--- src/core/lftc_pkg.sv ---
// Purpose: constants and types of the tag air-interface codec
// Assumes: times counted in carrier periods (Tc) of the field, except the field-off time, counted in system clock cycles
package lftc_pkg;
  localparam int CLK_MHZ = 40;
  localparam int FOFF_US = 5000;
  localparam int FOFF_CYC = FOFF_US * CLK_MHZ;
  localparam int READY_US = 1200;
  localparam int PWRUP_READY_US = 2330;
  // Half carrier periods: 312.5 and 232.5 Tc
  localparam logic [9:0] SETTLE_HT = 10'h0271;
  localparam logic [9:0] WIN_HT = 10'h01d1;
  localparam logic [7:0] ZERO_MIN = 8'h12;
  localparam logic [7:0] ZERO_MAX = 8'h16;
  localparam logic [7:0] ONE_MIN = 8'h1a;
  localparam logic [7:0] ONE_MAX = 8'h1e;
  localparam logic [7:0] CV_MIN = 8'h22;
  localparam logic [7:0] CV_MAX = 8'h26;
  localparam logic [7:0] STOP_TC = 8'h2a;
  // Typical reply wait 209 Tc, inside 204..213
  localparam logic [7:0] REPLY_TC = 8'hd1;
  localparam logic [7:0] IVL_RST = 8'hff;
  // Half-bit lengths in Tc for 2, 4 and 8 kbit/s
  localparam logic [5:0] HALF_2K = 6'h20;
  localparam logic [5:0] HALF_4K = 6'h10;
  localparam logic [5:0] HALF_8K = 6'h08;
  localparam logic [7:0] SOF_BITS = 8'h03;
  localparam logic [2:0] SOF_LAST = 3'h2;
  localparam logic [4:0] SW_PAT = 5'h18;
  typedef enum logic [2:0] {
    M_OFF = 3'b000, M_SETTLE = 3'b001, M_WIN = 3'b010,
    M_BCAST = 3'b011, M_XCHG = 3'b100
  } lftc_mode_type;
  typedef enum logic [2:0] {
    RX_IDLE = 3'b000, RX_LEAD = 3'b001, RX_SOF0 = 3'b010,
    RX_BARE = 3'b011, RX_FRAME = 3'b100, RX_DROP = 3'b101
  } lftc_rx_type;
  typedef enum logic [1:0] {
    TX_IDLE = 2'b00, TX_SOF = 2'b01, TX_DATA = 2'b10
  } lftc_tx_type;
  typedef enum logic [1:0] {
    S_ZERO = 2'b00, S_ONE = 2'b01, S_CV = 2'b10, S_ERR = 2'b11
  } lftc_sym_type;
  typedef struct packed {
    logic sof;
    logic eof;
    logic slot;
    logic err;
    logic byte_v;
  } lftc_evt_type;
endpackage : lftc_pkg

--- src/core/lftc_codec.sv ---
// Purpose: downlink decoder, mode control, uplink encoder, tx FIFO
// Assumes: carrier_i keeps running through reader gaps
// Notes: demod_i high while the carrier is removed
`timescale 1ns/100ps
module lftc_fifo #(
  parameter int W = 8,
  parameter int D = 8
) (
  // Clock and reset
  input wire logic clk_sys_i,
  input wire logic rst_i,
  input wire logic ce_i,
  // Fill side
  input wire logic in_valid_i,
  output logic in_ready_o,
  input wire logic [W-1:0] in_data_i,
  // Drain side
  output logic out_valid_o,
  input wire logic out_ready_i,
  output logic [W-1:0] out_data_o
);
  localparam int AW = $clog2(D);
  logic [W-1:0] mem_r [D];
  logic [AW-1:0] wp_r, wp_nxt, rp_r, rp_nxt;
  logic [AW:0] cnt_r, cnt_nxt;
  logic full_r, full_nxt, empty_r, empty_nxt, push, pop;
  // Pointer and fill level update
  always_comb begin
    push = in_valid_i & ~full_r;
    pop = out_ready_i & ~empty_r;
    wp_nxt = wp_r + {{(AW-1){1'b0}}, push};
    rp_nxt = rp_r + {{(AW-1){1'b0}}, pop};
    cnt_nxt = cnt_r + {{AW{1'b0}}, push} - {{AW{1'b0}}, pop};
    full_nxt = cnt_nxt == (AW+1)'(D);
    empty_nxt = cnt_nxt == '0;
  end
  always_ff @(posedge clk_sys_i or posedge rst_i) begin
    if (rst_i) begin
      wp_r <= '0;
      rp_r <= '0;
      cnt_r <= '0;
      full_r <= 1'b0;
      empty_r <= 1'b1;
    end else if (ce_i) begin
      wp_r <= wp_nxt;
      rp_r <= rp_nxt;
      cnt_r <= cnt_nxt;
      full_r <= full_nxt;
      empty_r <= empty_nxt;
    end
  end
  // Storage array
  always_ff @(posedge clk_sys_i) begin
    if (ce_i && push) begin
      mem_r[wp_r] <= in_data_i;
    end
  end
  assign in_ready_o = ~full_r;
  assign out_valid_o = ~empty_r;
  assign out_data_o = mem_r[rp_r];
endmodule : lftc_fifo

module lftc_codec
  import lftc_pkg::*;
#(
  parameter int FOFF_CYC_P = lftc_pkg::FOFF_CYC,
  parameter int FIFO_D = 8
) (
  // Clock and reset
  input wire logic clk_sys_i,
  input wire logic rst_i,
  input wire logic ce_i,
  // Air front end
  input wire logic carrier_i,
  input wire logic demod_i,
  input wire logic field_i,
  output logic mod_o,
  // Configuration
  input wire logic [2:0] cfg_i,
  input wire logic inv_i,
  // Uplink data
  input wire logic tx_valid_i,
  input wire logic [7:0] tx_data_i,
  output logic tx_ready_o,
  output logic tx_busy_o,
  // Downlink results
  output lftc_pkg::lftc_evt_type rx_evt_o,
  output logic [7:0] rx_data_o,
  output lftc_pkg::lftc_mode_type mode_o
);
  import lftc_pkg::*;
  localparam int FW = $clog2(FOFF_CYC_P + 1);
  localparam logic [FW-1:0] FOFF_END = FW'(FOFF_CYC_P);

  function automatic lftc_sym_type classify(input logic [7:0] v);
    if (v >= ZERO_MIN && v <= ZERO_MAX) classify = S_ZERO;
    else if (v >= ONE_MIN && v <= ONE_MAX) classify = S_ONE;
    else if (v >= CV_MIN && v <= CV_MAX) classify = S_CV;
    else classify = S_ERR;
  endfunction : classify

  // Pin synchronisers: bit 0 carrier, 1 gap, 2 field
  logic [2:0] s1_r, s2_r, s3_r;
  always_ff @(posedge clk_sys_i or posedge rst_i) begin
    if (rst_i) begin
      s1_r <= '0;
      s2_r <= '0;
      s3_r <= '0;
    end else if (ce_i) begin
      s1_r <= {field_i, demod_i, carrier_i};
      s2_r <= s1_r;
      s3_r <= s2_r;
    end
  end
  logic tc_tick, half_tick, pe, fld, stop_ev, reply_ev;
  assign tc_tick = s2_r[0] & ~s3_r[0];
  assign half_tick = s2_r[0] ^ s3_r[0];
  assign pe = s2_r[1] & ~s3_r[1];
  assign fld = s2_r[2];

  // Falling-edge spacing counter in Tc
  logic [7:0] ivl_r, ivl_nxt;
  always_comb begin
    ivl_nxt = ivl_r;
    if (pe) ivl_nxt = '0;
    else if (tc_tick && ivl_r != IVL_RST) ivl_nxt = ivl_r + 8'h01;
  end
  assign stop_ev = tc_tick && !pe && (ivl_r + 8'h01) == STOP_TC;
  assign reply_ev = tc_tick && !pe && (ivl_r + 8'h01) == REPLY_TC;

  // Downlink frame decoder
  lftc_rx_type rx_st_r, rx_nxt;
  lftc_evt_type evt_r, evt_nxt;
  lftc_sym_type sym;
  lftc_mode_type mode_r, mode_nxt;
  logic [7:0] byte_r, byte_nxt;
  logic [2:0] bcnt_r, bcnt_nxt, swc_r, swc_nxt;
  logic [4:0] sw_r, sw_nxt;
  logic bitv, sw_hit, sof_hit;
  always_comb begin
    rx_nxt = rx_st_r;
    byte_nxt = byte_r;
    bcnt_nxt = bcnt_r;
    sw_nxt = sw_r;
    swc_nxt = swc_r;
    evt_nxt = '0;
    sw_hit = 1'b0;
    sof_hit = 1'b0;
    sym = classify(ivl_r);
    bitv = sym == S_ONE;
    if (pe) begin
      case (rx_st_r)
        RX_IDLE: begin
          rx_nxt = RX_LEAD;
          swc_nxt = '0;
          bcnt_nxt = '0;
        end
        RX_LEAD, RX_SOF0, RX_BARE: begin
          if (rx_st_r == RX_SOF0 && sym == S_CV) begin
            rx_nxt = RX_FRAME;
            evt_nxt.sof = 1'b1;
            sof_hit = 1'b1;
          end else if (sym == S_ZERO || sym == S_ONE) begin
            sw_nxt = {bitv, sw_r[4:1]};
            swc_nxt = swc_r + 3'h1;
            rx_nxt = (rx_st_r == RX_LEAD && !bitv) ? RX_SOF0 : RX_BARE;
            if (swc_r == 3'h4 && sw_nxt == SW_PAT) sw_hit = 1'b1;
          end else begin
            rx_nxt = RX_DROP;
          end
        end
        RX_FRAME: begin
          if (sym == S_ZERO || sym == S_ONE) begin
            byte_nxt = {bitv, byte_r[7:1]};
            bcnt_nxt = bcnt_r + 3'h1;
            evt_nxt.byte_v = bcnt_r == 3'h7;
          end else begin
            rx_nxt = RX_DROP;
            evt_nxt.err = 1'b1;
          end
        end
        default: rx_nxt = rx_st_r;
      endcase
    end else if (stop_ev) begin
      evt_nxt.slot = rx_st_r == RX_LEAD && mode_r == M_XCHG;
      evt_nxt.eof = rx_st_r == RX_FRAME;
      rx_nxt = RX_IDLE;
    end
  end
  always_ff @(posedge clk_sys_i or posedge rst_i) begin
    if (rst_i) begin
      ivl_r <= IVL_RST;
      rx_st_r <= RX_IDLE;
      evt_r <= '0;
      byte_r <= '0;
      bcnt_r <= '0;
      sw_r <= '0;
      swc_r <= '0;
    end else if (ce_i) begin
      ivl_r <= ivl_nxt;
      rx_st_r <= rx_nxt;
      evt_r <= evt_nxt;
      byte_r <= byte_nxt;
      bcnt_r <= bcnt_nxt;
      sw_r <= sw_nxt;
      swc_r <= swc_nxt;
    end
  end

  // Mode control, field-off timer and listening window
  logic [FW-1:0] foff_r, foff_nxt;
  logic [9:0] wc_r, wc_nxt;
  logic pend_r, pend_nxt, go_x, fifo_v, fifo_rd;
  logic [7:0] fifo_d;
  lftc_tx_type tx_st_r, tx_nxt;
  always_comb begin
    mode_nxt = mode_r;
    wc_nxt = wc_r;
    foff_nxt = foff_r;
    if (fld) foff_nxt = '0;
    else if (foff_r != FOFF_END) foff_nxt = foff_r + 1'b1;
    if (!fld && foff_r == FOFF_END) begin
      mode_nxt = M_OFF;
    end else begin
      case (mode_r)
        M_OFF: begin
          if (fld) mode_nxt = M_SETTLE;
          wc_nxt = '0;
        end
        M_SETTLE: begin
          if (half_tick) wc_nxt = wc_r + 10'h001;
          if (half_tick && wc_nxt == SETTLE_HT) begin
            mode_nxt = M_WIN;
            wc_nxt = '0;
          end
        end
        M_WIN: begin
          if (half_tick) wc_nxt = wc_r + 10'h001;
          if (sw_hit || sof_hit) mode_nxt = M_XCHG;
          else if (half_tick && wc_nxt == WIN_HT) mode_nxt = M_BCAST;
        end
        default: mode_nxt = mode_r;
      endcase
    end
    // Reply request: set by a request end, set wins over clear
    go_x = pend_r && reply_ev && mode_r == M_XCHG && tx_st_r == TX_IDLE;
    pend_nxt = (pend_r && !go_x) ||
      (mode_r == M_XCHG && (evt_nxt.eof || evt_nxt.slot));
  end
  always_ff @(posedge clk_sys_i or posedge rst_i) begin
    if (rst_i) begin
      mode_r <= M_OFF;
      wc_r <= '0;
      foff_r <= '0;
      pend_r <= 1'b0;
    end else if (ce_i) begin
      mode_r <= mode_nxt;
      wc_r <= wc_nxt;
      foff_r <= foff_nxt;
      pend_r <= pend_nxt;
    end
  end

  // Uplink data buffer
  lftc_fifo #(.W(8), .D(FIFO_D)) u_fifo (
    .clk_sys_i(clk_sys_i),
    .rst_i(rst_i),
    .ce_i(ce_i),
    .in_valid_i(tx_valid_i),
    .in_ready_o(tx_ready_o),
    .in_data_i(tx_data_i),
    .out_valid_o(fifo_v),
    .out_ready_i(fifo_rd),
    .out_data_o(fifo_d)
  );

  // Uplink encoder: Manchester or bi-phase, SOF in exchange mode
  logic [7:0] sh_r, sh_nxt;
  logic [5:0] tmr_r, tmr_nxt, half_r, half_nxt, bc_half;
  logic [2:0] bc_r, bc_nxt;
  logic hb_r, hb_nxt, mod_r, mod_nxt, bph_r, bph_nxt, busy_r, last;
  always_comb begin
    tx_nxt = tx_st_r;
    sh_nxt = sh_r;
    tmr_nxt = tmr_r;
    half_nxt = half_r;
    bc_nxt = bc_r;
    hb_nxt = hb_r;
    mod_nxt = mod_r;
    bph_nxt = bph_r;
    fifo_rd = 1'b0;
    last = 1'b0;
    case (cfg_i[1:0])
      2'b00: bc_half = HALF_2K;
      2'b01: bc_half = HALF_4K;
      default: bc_half = HALF_8K;
    endcase
    case (tx_st_r)
      TX_IDLE: begin
        tmr_nxt = '0;
        hb_nxt = 1'b0;
        bc_nxt = '0;
        mod_nxt = 1'b0;
        if (go_x && fifo_v) begin
          tx_nxt = TX_SOF;
          sh_nxt = SOF_BITS;
          bph_nxt = 1'b0;
          half_nxt = inv_i ? HALF_2K : HALF_4K;
          mod_nxt = SOF_BITS[0];
        end else if (mode_r == M_BCAST && fifo_v) begin
          tx_nxt = TX_DATA;
          fifo_rd = 1'b1;
          sh_nxt = fifo_d;
          bph_nxt = cfg_i[2];
          half_nxt = bc_half;
          mod_nxt = cfg_i[2] ? 1'b1 : fifo_d[0];
        end
      end
      default: begin
        if (tc_tick) tmr_nxt = tmr_r + 6'h01;
        if (tc_tick && tmr_nxt == half_r) begin
          tmr_nxt = '0;
          hb_nxt = ~hb_r;
          if (!hb_r) begin
            // Mid-bit: Manchester always, bi-phase only for zero
            mod_nxt = (bph_r && sh_r[0]) ? mod_r : ~mod_r;
          end else begin
            bc_nxt = bc_r + 3'h1;
            sh_nxt = {1'b0, sh_r[7:1]};
            last = tx_st_r == TX_SOF ? bc_r == SOF_LAST : bc_r == 3'h7;
            if (last) begin
              bc_nxt = '0;
              if (fifo_v) begin
                fifo_rd = 1'b1;
                sh_nxt = fifo_d;
                tx_nxt = TX_DATA;
              end else begin
                tx_nxt = TX_IDLE;
              end
            end
            // Bit start: bi-phase toggles, Manchester sets level
            mod_nxt = bph_r ? ~mod_r : sh_nxt[0];
            if (tx_nxt == TX_IDLE) mod_nxt = 1'b0;
          end
        end
      end
    endcase
    if (mode_r == M_OFF) begin
      tx_nxt = TX_IDLE;
      mod_nxt = 1'b0;
    end
  end
  always_ff @(posedge clk_sys_i or posedge rst_i) begin
    if (rst_i) begin
      tx_st_r <= TX_IDLE;
      sh_r <= '0;
      tmr_r <= '0;
      half_r <= HALF_4K;
      bc_r <= '0;
      hb_r <= 1'b0;
      mod_r <= 1'b0;
      bph_r <= 1'b0;
      busy_r <= 1'b0;
    end else if (ce_i) begin
      tx_st_r <= tx_nxt;
      sh_r <= sh_nxt;
      tmr_r <= tmr_nxt;
      half_r <= half_nxt;
      bc_r <= bc_nxt;
      hb_r <= hb_nxt;
      mod_r <= mod_nxt;
      bph_r <= bph_nxt;
      busy_r <= tx_nxt != TX_IDLE;
    end
  end
  assign mod_o = mod_r;
  assign tx_busy_o = busy_r;
  assign rx_evt_o = evt_r;
  assign rx_data_o = byte_r;
  assign mode_o = mode_r;
endmodule : lftc_codec

--- config.mk ---
export PLATFORM = sky130hd
export DESIGN_NAME = lftc_codec
export DESIGN_NICKNAME = d
export VERILOG_FILES = /design/src/core/lftc_pkg.sv /design/src/core/lftc_codec.sv
export SDC_FILE = /design/constraint.sdc
export NUM_CORES = 1
export LEC_CHECK = 0
export BUFFER_PORTS_ARGS = -buffer_cell sky130_fd_sc_hd__buf_2
export CAP_MARGIN = 15
export CELL_PAD_IN_SITES_DETAIL_PLACEMENT = 1
export CELL_PAD_IN_SITES_GLOBAL_PLACEMENT = 1
export CORE_UTILIZATION = 33
export DETAILED_ROUTE_END_ITERATION = 7
export HOLD_SLACK_MARGIN = 0.02
export PLACE_DENSITY = 0.63
export SETUP_SLACK_MARGIN = 0.3
export SLEW_MARGIN = 20
export SYNTH_ARGS = -nofsm -noshare
export SYNTH_HDL_FRONTEND = slang
export SYNTH_HIERARCHICAL = 1
export SYNTH_SLANG_ARGS = --single-unit
--- constraint.sdc ---
create_clock -name clk_sys_i -period 3.1 [get_ports clk_sys_i]
set_input_delay 0.775 -clock clk_sys_i [delete_from_list [all_inputs] [get_ports clk_sys_i]]
set_output_delay 0.775 -clock clk_sys_i [all_outputs]
set_load 0.03 [all_outputs]
# --- Word level (Yosys, flattened, before mapping) ---
# Memory sizes are Yosys's and may differ from the RTL's.
# Index checks and enable logic that the tools add are counted.
totals:
  reg_bits: 116
  ramBits: 64
  inputBits: 19
  output_inout_bits: 19
  wordCells: 265
  n_memories: 1
memory_table:
  columns: ["name", "words", "word_bits", "read_ports", "rd_ports_with_merged_regs", "wr", "line", "text"]
  rows:
  - ["u_fifo.mem_r", 8, 8, 1, 0, 1, "lftc_codec.sv:23", "logic [W-1:0] mem_r [D];"]
op_classes:
  n_addsub: 11
  n_lt_le_gt_ge: 6
  eq_ne: 36
  mux: 100
  n_bitwise: 13
  reduce_logical: 66
op_table:
  columns: ["operator", "count"]
  rows:
  - ["8-bit two-way mux", 9]
  - ["10-bit two-way mux", 6]
  - ["3-bit two-way mux", 17]
  - ["6-bit two-way mux", 7]
  - ["1-bit two-way mux", 36]
  - ["18-bit two-way mux", 2]
  - ["2-bit two-way mux", 17]
  - ["10-bit one-hot mux with 3 select lines", 1]
  - ["1-bit logical AND", 24]
  - ["18-bit by 1-bit adder with 18-bit output (second input constant)", 1]
  - ["18-bit == test (second input constant)", 1]
  - ["18-bit inequality test (second input constant)", 1]
  - ["3-bit one-hot mux with 3 select lines", 2]
  - ["2-bit nonzero test", 9]
  - ["8-bit by 5-bit greater-or-equal comparator with 1-bit output (second input constant)", 2]
  - ["8-bit by 5-bit less-or-equal comparator with 1-bit output (second input constant)", 2]
  - ["4-bit AND reduction", 4]
  - ["3-bit by 2-bit == test with 1-bit output (second input constant)", 5]
  - ["3-bit == test (second input constant)", 5]
  - ["5-bit AND reduction", 3]
  - ["3-bit one-hot mux with 2 select lines", 2]
  - ["6-bit one-hot mux with 2 select lines", 1]
  - ["3-bit AND reduction", 4]
  - ["10-bit by 1-bit adder with 10-bit output (second input constant)", 1]
  - ["37 further kinds", 70]

# --- Logic depth before layout (Yosys ltp) ---
# Gate-level depths: netlist of the first run.
depth:
  ltp_word: 17
  depth_mapped: 15
  mapped_depth_nobuf: 14

# --- By module ---
# Netlist of the first run, hierarchy kept.
by_module_without_submodules:
  columns: ["module", "n_inst", "cells_per_inst", "area_each_um2", "seq_area_each_um2"]
  rows:
  - ["lftc_codec", 1, 619, 5758.0, 2513.7]
  - ["lftc_fifo", 1, 166, 3193.1, 2223.4]

# --- Worst setup path before layout of the first run ---
# No wires, ideal clock.
synth_timing:
  path_kind: "register to register"
  from: "register s3_r[0]"
  to: "register u_fifo.empty_r"
  setup_time_ns: 0.078
  t_arrival_ns: 3.321
  required_ns: 3.022
  path_slack_ns: -0.298
  stages_incl_launch_ff: 16
  n_path_buf: 1
  period_less_slack_ns: 3.398
  cell_sequence: "dfrtp_1 inv_1 ha_1 clkbuf_1 nand4_1 xnor2_1 a2111oi_4 nand2_2 o31ai_1 nor2b_1 xor2_1 ha_1 fa_1 xnor2_1 nand3_1 o22ai_1"
synth_via:
  elab_chain_len: 13
  elab_cells_between_ends: 18
  classes_between: "add/sub (1); eq/ne (1); mux (5); bitwise (3); reduce/logical (8)"
synth_lines:
  columns: ["element", "line", "text"]
  rows:
  - ["from (decl)", "lftc_codec.sv:103", "logic [2:0] s1_r, s2_r, s3_r;"]
  - ["from (signal assigned)", "lftc_codec.sv:112", "s3_r <= s2_r;"]
  - ["1-bit NOT *", "lftc_codec.sv:116", "assign tc_tick = s2_r[0] & ~s3_r[0];"]
  - ["1-bit bitwise AND *", "lftc_codec.sv:116", null]
  - ["branches (longest 7 deep; another with 6-bit two-way mux)", null, null]
  - ["1-bit two-way mux *", "lftc_codec.sv:298", "case (tx_st_r)"]
  - ["net fifo_rd", "lftc_codec.sv:213", "logic pend_r, pend_nxt, go_x, fifo_v, fifo_rd;"]
  - ["1-bit bitwise AND *", "lftc_codec.sv:30", "pop = out_ready_i & ~empty_r;"]
  - ["4-bit by 1-bit subtractor with 4-bit output *", "lftc_codec.sv:33", "cnt_nxt = cnt_r + {{AW{1'b0}}, push} - {{AW{1'b0}}, pop};"]
  - ["4-bit logical NOT *", "lftc_codec.sv:35", "empty_nxt = cnt_nxt == '0;"]
  - ["to (signal assigned)", "lftc_codec.sv:49", "empty_r <= empty_nxt;"]
  - ["to (decl)", "lftc_codec.sv:26", "logic full_r, full_nxt, empty_r, empty_nxt, push, pop;"]
# Mark *: on every way through the listed nets, which the timed path passes. The select of a mux whose other input is x is not followed.
# A chain may end at the register's enable or synchronous reset.

# --- Worst setup path in the final report of the first run ---
layout_timing:
  from: "register s3_r[0]"
  to: "register u_fifo.empty_r"
layout_via:
  elab_chain_len: 13
  elab_cells_between_ends: 18
  classes_between: "add/sub (1); eq/ne (1); mux (5); bitwise (3); reduce/logical (8)"
layout_lines:
  columns: ["element", "line", "text"]
  rows:
  - ["1-bit NOT *", "lftc_codec.sv:116", null]
  - ["1-bit bitwise AND *", "lftc_codec.sv:116", null]
  - ["branches (longest 7 deep; another with 6-bit two-way mux)", null, null]
  - ["1-bit two-way mux *", "lftc_codec.sv:298", null]
  - ["net fifo_rd", "lftc_codec.sv:213", null]
  - ["1-bit bitwise AND *", "lftc_codec.sv:30", null]
  - ["4-bit by 1-bit subtractor with 4-bit output *", "lftc_codec.sv:33", null]
  - ["net u_fifo.cnt_nxt[1]", "lftc_codec.sv:25", "logic [AW:0] cnt_r, cnt_nxt;"]
  - ["4-bit logical NOT *", "lftc_codec.sv:35", null]
# Marked as above.

==> metrics.md, run 1 <==
| Metric | Value |
|---|---|
| Status | finished, violations left |
| Failing checks | setup timing |
| Final core utilization | 40.0% |
| Clock slew at reported path FFs | 0.08 ns |
| Max_cap viols | 0 |
| Bufs on Longest Clock Path | 2 |
| Port Buf Inserts | 37 |
| Core Region | 26400 sq um |
| RSZ-0062 raised after global routing | true |
| Die Y-Extent | 167 um |
| Cell area after layout | 10600 sq um |
| Share of cells above drive strength 1 | 24.0% |
| Placed Instances | 1169 |
| CP Max Fanout | 3 |
| Fin worst setup slack | -0.175 ns |
| R2R Setup Slk | -0.18 ns |
| Synth area leader | dfrtp_1 |
| Worst endpoint data arrival time | 3.63 ns |
| Count leader, synth | dfrtp_1 |
| Post-synth top cells | dfrtp_1, nand2_1, edfxtp_1 |
| Io pins | 38 |
| Post-synth cell types | 81 |
| Dpl cell area | 9770 sq um |
| Combinational power share | 32.6% |
| Clock power share | 28.0% |
| Net Sw Frac | 35.9% |
| Final setup vio count | 4 |
| GP Congestion | 0.764 |
| Worst Hold Class | in -> async |
| CTS tree | yes |
| R2R depth | 15 |
| Worst-Margin Slew | 0.778 ns |
| Clock sink total | 176 |
| Power Density | 768 nW/um^2 |
| Final worst path period need | 3.28 ns |
| Cell Int Power | 5.20 mW |
| CP Launch Point | s3_r[0]$_DFFE_PP0P_ |
| Die span in x | 167 um |
| Req. time, crit path | 3.46 ns |
| Fin crit share | 106% |
| All-layer global routing usage | 15.8% |
| Top FF cell, synth | dfrtp_1 |
| Synth area leaders | dfrtp_1, edfxtp_1, mux2_2 |
| Worst slack at placement | -0.208 ns |
| Clock Skew | 0.0158 ns |
| First-pass GRT wire length | 34900 um |
| Async set-or-reset flop fraction in the synthesized netlist | 63.6% |
| Routed WL | 20700 um |
| Reg power frac | 39.4% |
| Antenna violations before repair | 0 |
| Vias in the first global route | 6666 |
| Yosys warning count | 6 |
| Largest net degree at the start of global routing | 101 |
| Antenna Cells | 0 |
| Critical path class | reg -> reg |
| Final Hold Vio Count | 0 |
| Max frequency | 0.305 GHz |
| Initial detailed-routing violation count | 253 |
| Mapped Cells | 785 |
| Gr ovfl total | 0 |
| DR WL/cell | 17.2 um |
| Yosys top cell area share | 28.5% |
| Mean Syn Cell Area | 11.4 sq um |
| Reg2reg end | u_fifo/empty_r$_DFFE_PP1P_ |
| Worst VDD drop | 371 uV |
| Synthesis-to-finish area growth | 17.9% |
| Final HPWL from detailed placement | 14100 um |
| Root buf cell | clkbuf_16 |
| Cts-stage hold buffer count | 0 |
| Detailed-route DRC error count | 0 |
| FP Rows | 59 |
| Count of state elements after synthesis | 176 |
| Num CTS Buffers | 17 |
| Routed Antenna Nets | 0 |
| DR vias | 6305 |
| Vias per inst | 5.23 |
| CP Launch Type | register |
| CTS HTree Levels | 4 |
| Seq/Total Area, Yosys | 52.9% |
| # nets final | 898 |
| Cell Count, Final, Fillers Out | 1206 |
| Syn Nets | 825 |
| Psw | 2.91 mW |
| Setup crit end kind | register |
| EDFF count, synth | 64 |
| Clock Latency Late Sink | 0.44 ns |
| Max Transition Viols Final | 0 |
| Initial Utilization | 34.0% |
| Die area | 27800 sq um |
| Leakage power | 4.33 nW |
| DRT Pass-1 Iters | 4 |
| Critical R2R Launch | s3_r[0]$_DFFE_PP0P_ |
| Syn Std Cell Area | 8950 sq um |
| Slew HR | 48.1% |
-- state kept, by name, summed over array words and instances (netlist names), 4 cells and up --
register and count:
u_fifo/mem_r 64, foff_r 18, wc_r 10, ivl_r 8, rx_data_o 8, sh_r 8
tmr_r 6, rx_evt_o 5, sw_r 4, u_fifo/cnt_r 4
-- timing repair --
item                                    CTS  global route
pin swaps                                 8             4
gates resized for setup                  14            12
endpoints found under the setup margin   10            35
setup buffers                             4             1
-- metal layers --
metal  share of wire, %  track usage, %
met1                 49            21.0
met4                1.1            4.43
met5                  0               0
met2                 48            26.2
met3                2.6            2.99
-- cell families after synthesis --
family	synth area share (%)
flip-flops	52.9
multiplexers	9.17
XOR/XNOR	3.42
AO/OA/AOI/OAI	13.2
AND/OR/NAND/NOR	15.0
buffers and inverters	3.24
adder cells (fa/ha/maj)	3.02
-- power groups by stage --
stage | Combinational, mW | Clock [mW] | Sequential [mW]
5_1_grt | 2.95 | 2.42 | 3.25
6_report | 2.64 | 2.27 | 3.19
2_1_floorplan | 1.96 | 0 | 3.09
3_5_place_dp | 2.53 | 0 | 3.22
4_1_cts | 2.65 | 2.35 | 3.19
3_3_place_gp | 2.49 | 0 | 3.22
-- how the worst max path moves through the flow --
stage                     depth (start not counted)                          to  slack (ns)
after floorplan                                  14  u_fifo/empty_r$_DFFE_PP1P_       -0.09
after global placement                           14  u_fifo/empty_r$_DFFE_PP1P_       -0.16
after detailed placement                         14  u_fifo/empty_r$_DFFE_PP1P_       -0.21
final                                            15  u_fifo/empty_r$_DFFE_PP1P_       -0.18
after global routing                             15  u_fifo/empty_r$_DFFE_PP1P_       -0.36
after CTS                                        14  u_fifo/empty_r$_DFFE_PP1P_       -0.17
-- worst max-delay path, stage by stage (launching register included) --
cell	delay, ns
dfrtp_1	0.38
inv_2	0.07
ha_4	0.14
buf_6	0.09
nand4_1	0.16
xnor2_2	0.22
a2111oi_4	0.38
nand2_2	0.14
o31ai_4	0.24
nor2b_4	0.20
xor2_1	0.16
ha_2	0.21
fa_1	0.44
nor2_1	0.11
nand3_1	0.10
o22ai_1	0.15
-- stage by stage --
step | hold slack [ns] | power (mW) | TNS, ns
4_1_cts | 0.396 | 8.19 | -0.536
3_3_place_gp | 0.467 | 5.71 | -0.548
6_report | 0.380 | 8.11 | -0.547
3_5_place_dp | 0.476 | 5.76 | -0.770
5_1_grt | 0.422 | 8.63 | -1.40
2_1_floorplan | 0.443 | 5.05 | -0.184
-- layout make-up --
type / instances / area (sq um)
Inverter: 30 / 116
Clock buffer: 17 / 425
Fill cell: 2846 / 15800
Tap cell: 335 / 419
Clock inverter: 15 / 210
Sequential cell: 176 / 4740
Multi-Input combinational cell: 542 / 4030
Timing Repair Buffer: 91 / 614
-- layout by cell type (no fill, tap or decap), types with 22 or more instances in the layout --
cell type  netlist  routed
buf_4            0      50
inv_1           29      27
buf_2            6      37
edfxtp_1        64      64
a21oi_1         23      22
dfrtp_1        102     102
mux2_2          24      24
nand3_1         30      28
nor2_1          58      57
nand2_1         67      67
o21ai_0         49      47
No activity file was read; power rests on OpenSTA's default activity.
==> inputs of run 2 (changes only) <==
Settings changed: CTS_CLUSTER_DIAMETER set to 120, PLACE_DENSITY 0.63 to 0.64, RECOVER_POWER set to 100, SYNTH_HIERARCHICAL 1 to not set.
==> metrics.md, run 2 <==
| Metric | Value |
|---|---|
| Status | finished, violations left |
| Failing checks | capacitance limit, slew limit, setup timing |
| Final worst path period need | 3.38 ns |
| Cell area after layout | 10800 sq um |
| Final setup vio count | 4 |
| Final Hold Vio Count | 0 |
| Top delay family on crit path | simple AND/OR/NAND/NOR gates |
| Clock sink total | 176 |
| Most frequent cells in the layout | dfrtp_1, nand2_1, edfxtp_1, buf_4 |
| FP Rows | 60 |
| Initial Utilization | 33.8% |
| Routed WL | 23500 um |
| Max_cap viols | 1 |
| Fin crit share | 109% |
| Vias in the first global route | 7085 |
| Synthesis-to-finish area growth | 17.8% |
| Mean Syn Cell Area | 11.1 sq um |
| Async set-or-reset flop fraction in the synthesized netlist | 63.6% |
| Most common cell after layout, fill and taps aside | dfrtp_1 |
| Worst-Margin Slew | 1.84 ns |
| First-pass GRT wire length | 38700 um |
| Count of state elements after synthesis | 176 |
| DRT Pass-1 Iters | 4 |
| Final core utilization | 39.8% |
| Setup crit end kind | register |
| Largest Register | u_fifo.mem_r |
| Die area | 28400 sq um |
| # nets final | 944 |
| Final hold slack | 0.487 ns |
| Req. time, crit path | 3.47 ns |
| Critical path class | reg -> reg |
| Routed Antenna Nets | 0 |
| Initial detailed-routing violation count | 392 |
| Largest register FFs | 64 |
| Synth area leader | dfrtp_1 |
| Share of cells above drive strength 1 | 22.6% |
| Die Y-Extent | 168 um |
| Clock Skew | 0.0136 ns |
| Gr ovfl total | 0 |
| Count leader, synth | dfrtp_1 |
| Io pins | 38 |
| Vias per inst | 5.32 |
| Crit path top cell by count | nand2_1 |
| Top FF cell, synth | dfrtp_1 |
| Root buf cell | clkbuf_16 |
| Yosys top cell area share | 27.9% |
| Post-synth cell types | 87 |
| Placed Instances | 1208 |
| GP Congestion | 0.796 |
| EDFF count, synth | 64 |
| Slew HR | -23.0% |
| Max Transition Viols Final | 35 |
| CP Max Fanout | 2 |
| All-layer global routing usage | 17.4% |
| Antenna violations before repair | 0 |
| Crit-path slowest cell | or4b_4 |
| DR vias | 6680 |
| Worst slack at placement | -0.289 ns |
| Worst VDD drop | 344 uV |
| Antenna Cells | 0 |
| Yosys warning count | 0 |
| Synth area leaders | dfrtp_1, edfxtp_1, mux2_2 |
| Worst-path cell chain | or4b_4 -> o21ai_4 -> nand2_2 -> nor3_2 -> nand2_1 -> a21oi_2 -> ha_1 -> inv_1 -> ha_2 -> inv_2 -> fa_1 -> nand2_1 -> or3_4 -> o2bb2ai_2 |
| CP Launch Type | register |
| Worst endpoint data arrival time | 3.76 ns |
| Clock slew at reported path FFs | 0.08 ns |
| Mapped Cells | 821 |
| Seq/Total Area, Yosys | 51.8% |
| DR WL/cell | 18.7 um |
| Leakage power | 4.28 nW |
| Power Density | 626 nW/um^2 |
| Core Region | 27000 sq um |
| Syn Std Cell Area | 9140 sq um |
| Regs by FF count | u_fifo.mem_r (64), foff_r (18), wc_r (10) |
| Final HPWL from detailed placement | 16000 um |
| Largest net degree at the start of global routing | 35 |
| Dpl cell area | 10000 sq um |
| Cell Count, Final, Fillers Out | 1256 |
| Clock Latency Late Sink | 0.44 ns |
| Syn Nets | 863 |
| Post-synth top cells | dfrtp_1, nand2_1, edfxtp_1 |
| Setup_tns | -0.588 ns |
| RSZ-0062 raised after global routing | true |
| Worst Hold Class | reg -> reg |
| Cts-stage hold buffer count | 0 |
| Overall Power | 6.74 mW |
| CTS HTree Levels | 4 |
| CP peak stage delay | 0.55 ns |
| CTS tree | yes |
| Bufs on Longest Clock Path | 2 |
| Num CTS Buffers | 17 |
| Buffers & Inverters on Critical Path | 2 |
| Max frequency | 0.296 GHz |
| Port Buf Inserts | 37 |
| Detailed-route DRC error count | 0 |
| Fin worst setup slack | -0.282 ns |
| Die span in x | 168 um |
==> run 2: cell count changes after synthesis, sizes merged, moves of 8 or more <==
cell / change
inv: +10
xor2: -9
a21oi: +14
nand3: -10
mux2: +8
nor3: +15
==> run 2: where the power goes <==
group	internal [mW]	leakage (nW)	switching, mW
combinational	0.653	1.94	0.799
sequential	2.70	2.03	0.286
clock	1.13	0.309	1.18
==> run 2: layout make-up <==
type	instances	area, sq um
fill	2951	16300
tap	341	427
clock buffer	17	425
sequential	176	4740
timing repair buffer	103	618
clock inverter	15	218
inverter	39	148
multi-input combinational	565	4190
==> run 2: per-layer routing <==
layer / vias to the layer above / share of wire [%] / GRT usage, %
met1: 3359 / 48 / 23.6
met2: 100 / 49 / 28.6
met4: 0 / 0.85 / 5.02
met3: 15 / 2.8 / 2.91
li1: 3206 / - / -
met5: - / 0 / 0
==> run 2: timing repair <==
| item | in CTS | in global routing |
|---|---|---|
| setup endpoints to repair | 12 | 16 |
| pin swaps | 11 | 3 |
| gates cloned | 0 | 0 |
| resized for setup | 7 | 7 |
| buffers inserted | 12 | 4 |
| hold endpoints to repair | 0 | 0 |
==> run 2: cell families after synthesis <==
logic type / synth area share (%)
AOI/OAI and AO/OA: 13.8
xor gates and xnor gates: 2.40
adders and majority gates: 3.23
buffers and inverters: 3.74
DFF: 51.8
muxes: 9.64
and+or+nand+nor: 15.4
==> run 2: final timing paths <==
kind / from / end / slack (ns) / depth (start not counted)
worst min register to register: half_r[4]$_DFFE_PP1P_ / half_r[4]$_DFFE_PP1P_ / 0.49 / 2
worst min-delay path: half_r[4]$_DFFE_PP1P_ / half_r[4]$_DFFE_PP1P_ / 0.49 / 2
min in group asynchronous: rst_i / tx_st_r[1]$_DFFE_PP0P_ / 0.56 / 2
max in group asynchronous: rst_i / sw_r[2]$_DFFE_PP0P_ / 0.31 / 3
worst max-delay path: bc_r[0]$_DFFE_PP0P_ / u_fifo.empty_r$_DFFE_PP1P_ / -0.28 / 14
worst max register to register: bc_r[0]$_DFFE_PP0P_ / u_fifo.empty_r$_DFFE_PP1P_ / -0.28 / 14
==> run 2: worst reg2reg max path, cell delays in order (launching register included) <==
cell	delay [ns]
dfrtp_1	0.39
or4b_4	0.55
o21ai_4	0.09
nand2_2	0.09
nor3_2	0.22
nand2_1	0.11
a21oi_2	0.22
ha_1	0.27
inv_1	0.07
ha_2	0.19
inv_2	0.04
fa_1	0.47
nand2_1	0.08
or3_4	0.41
o2bb2ai_2	0.14
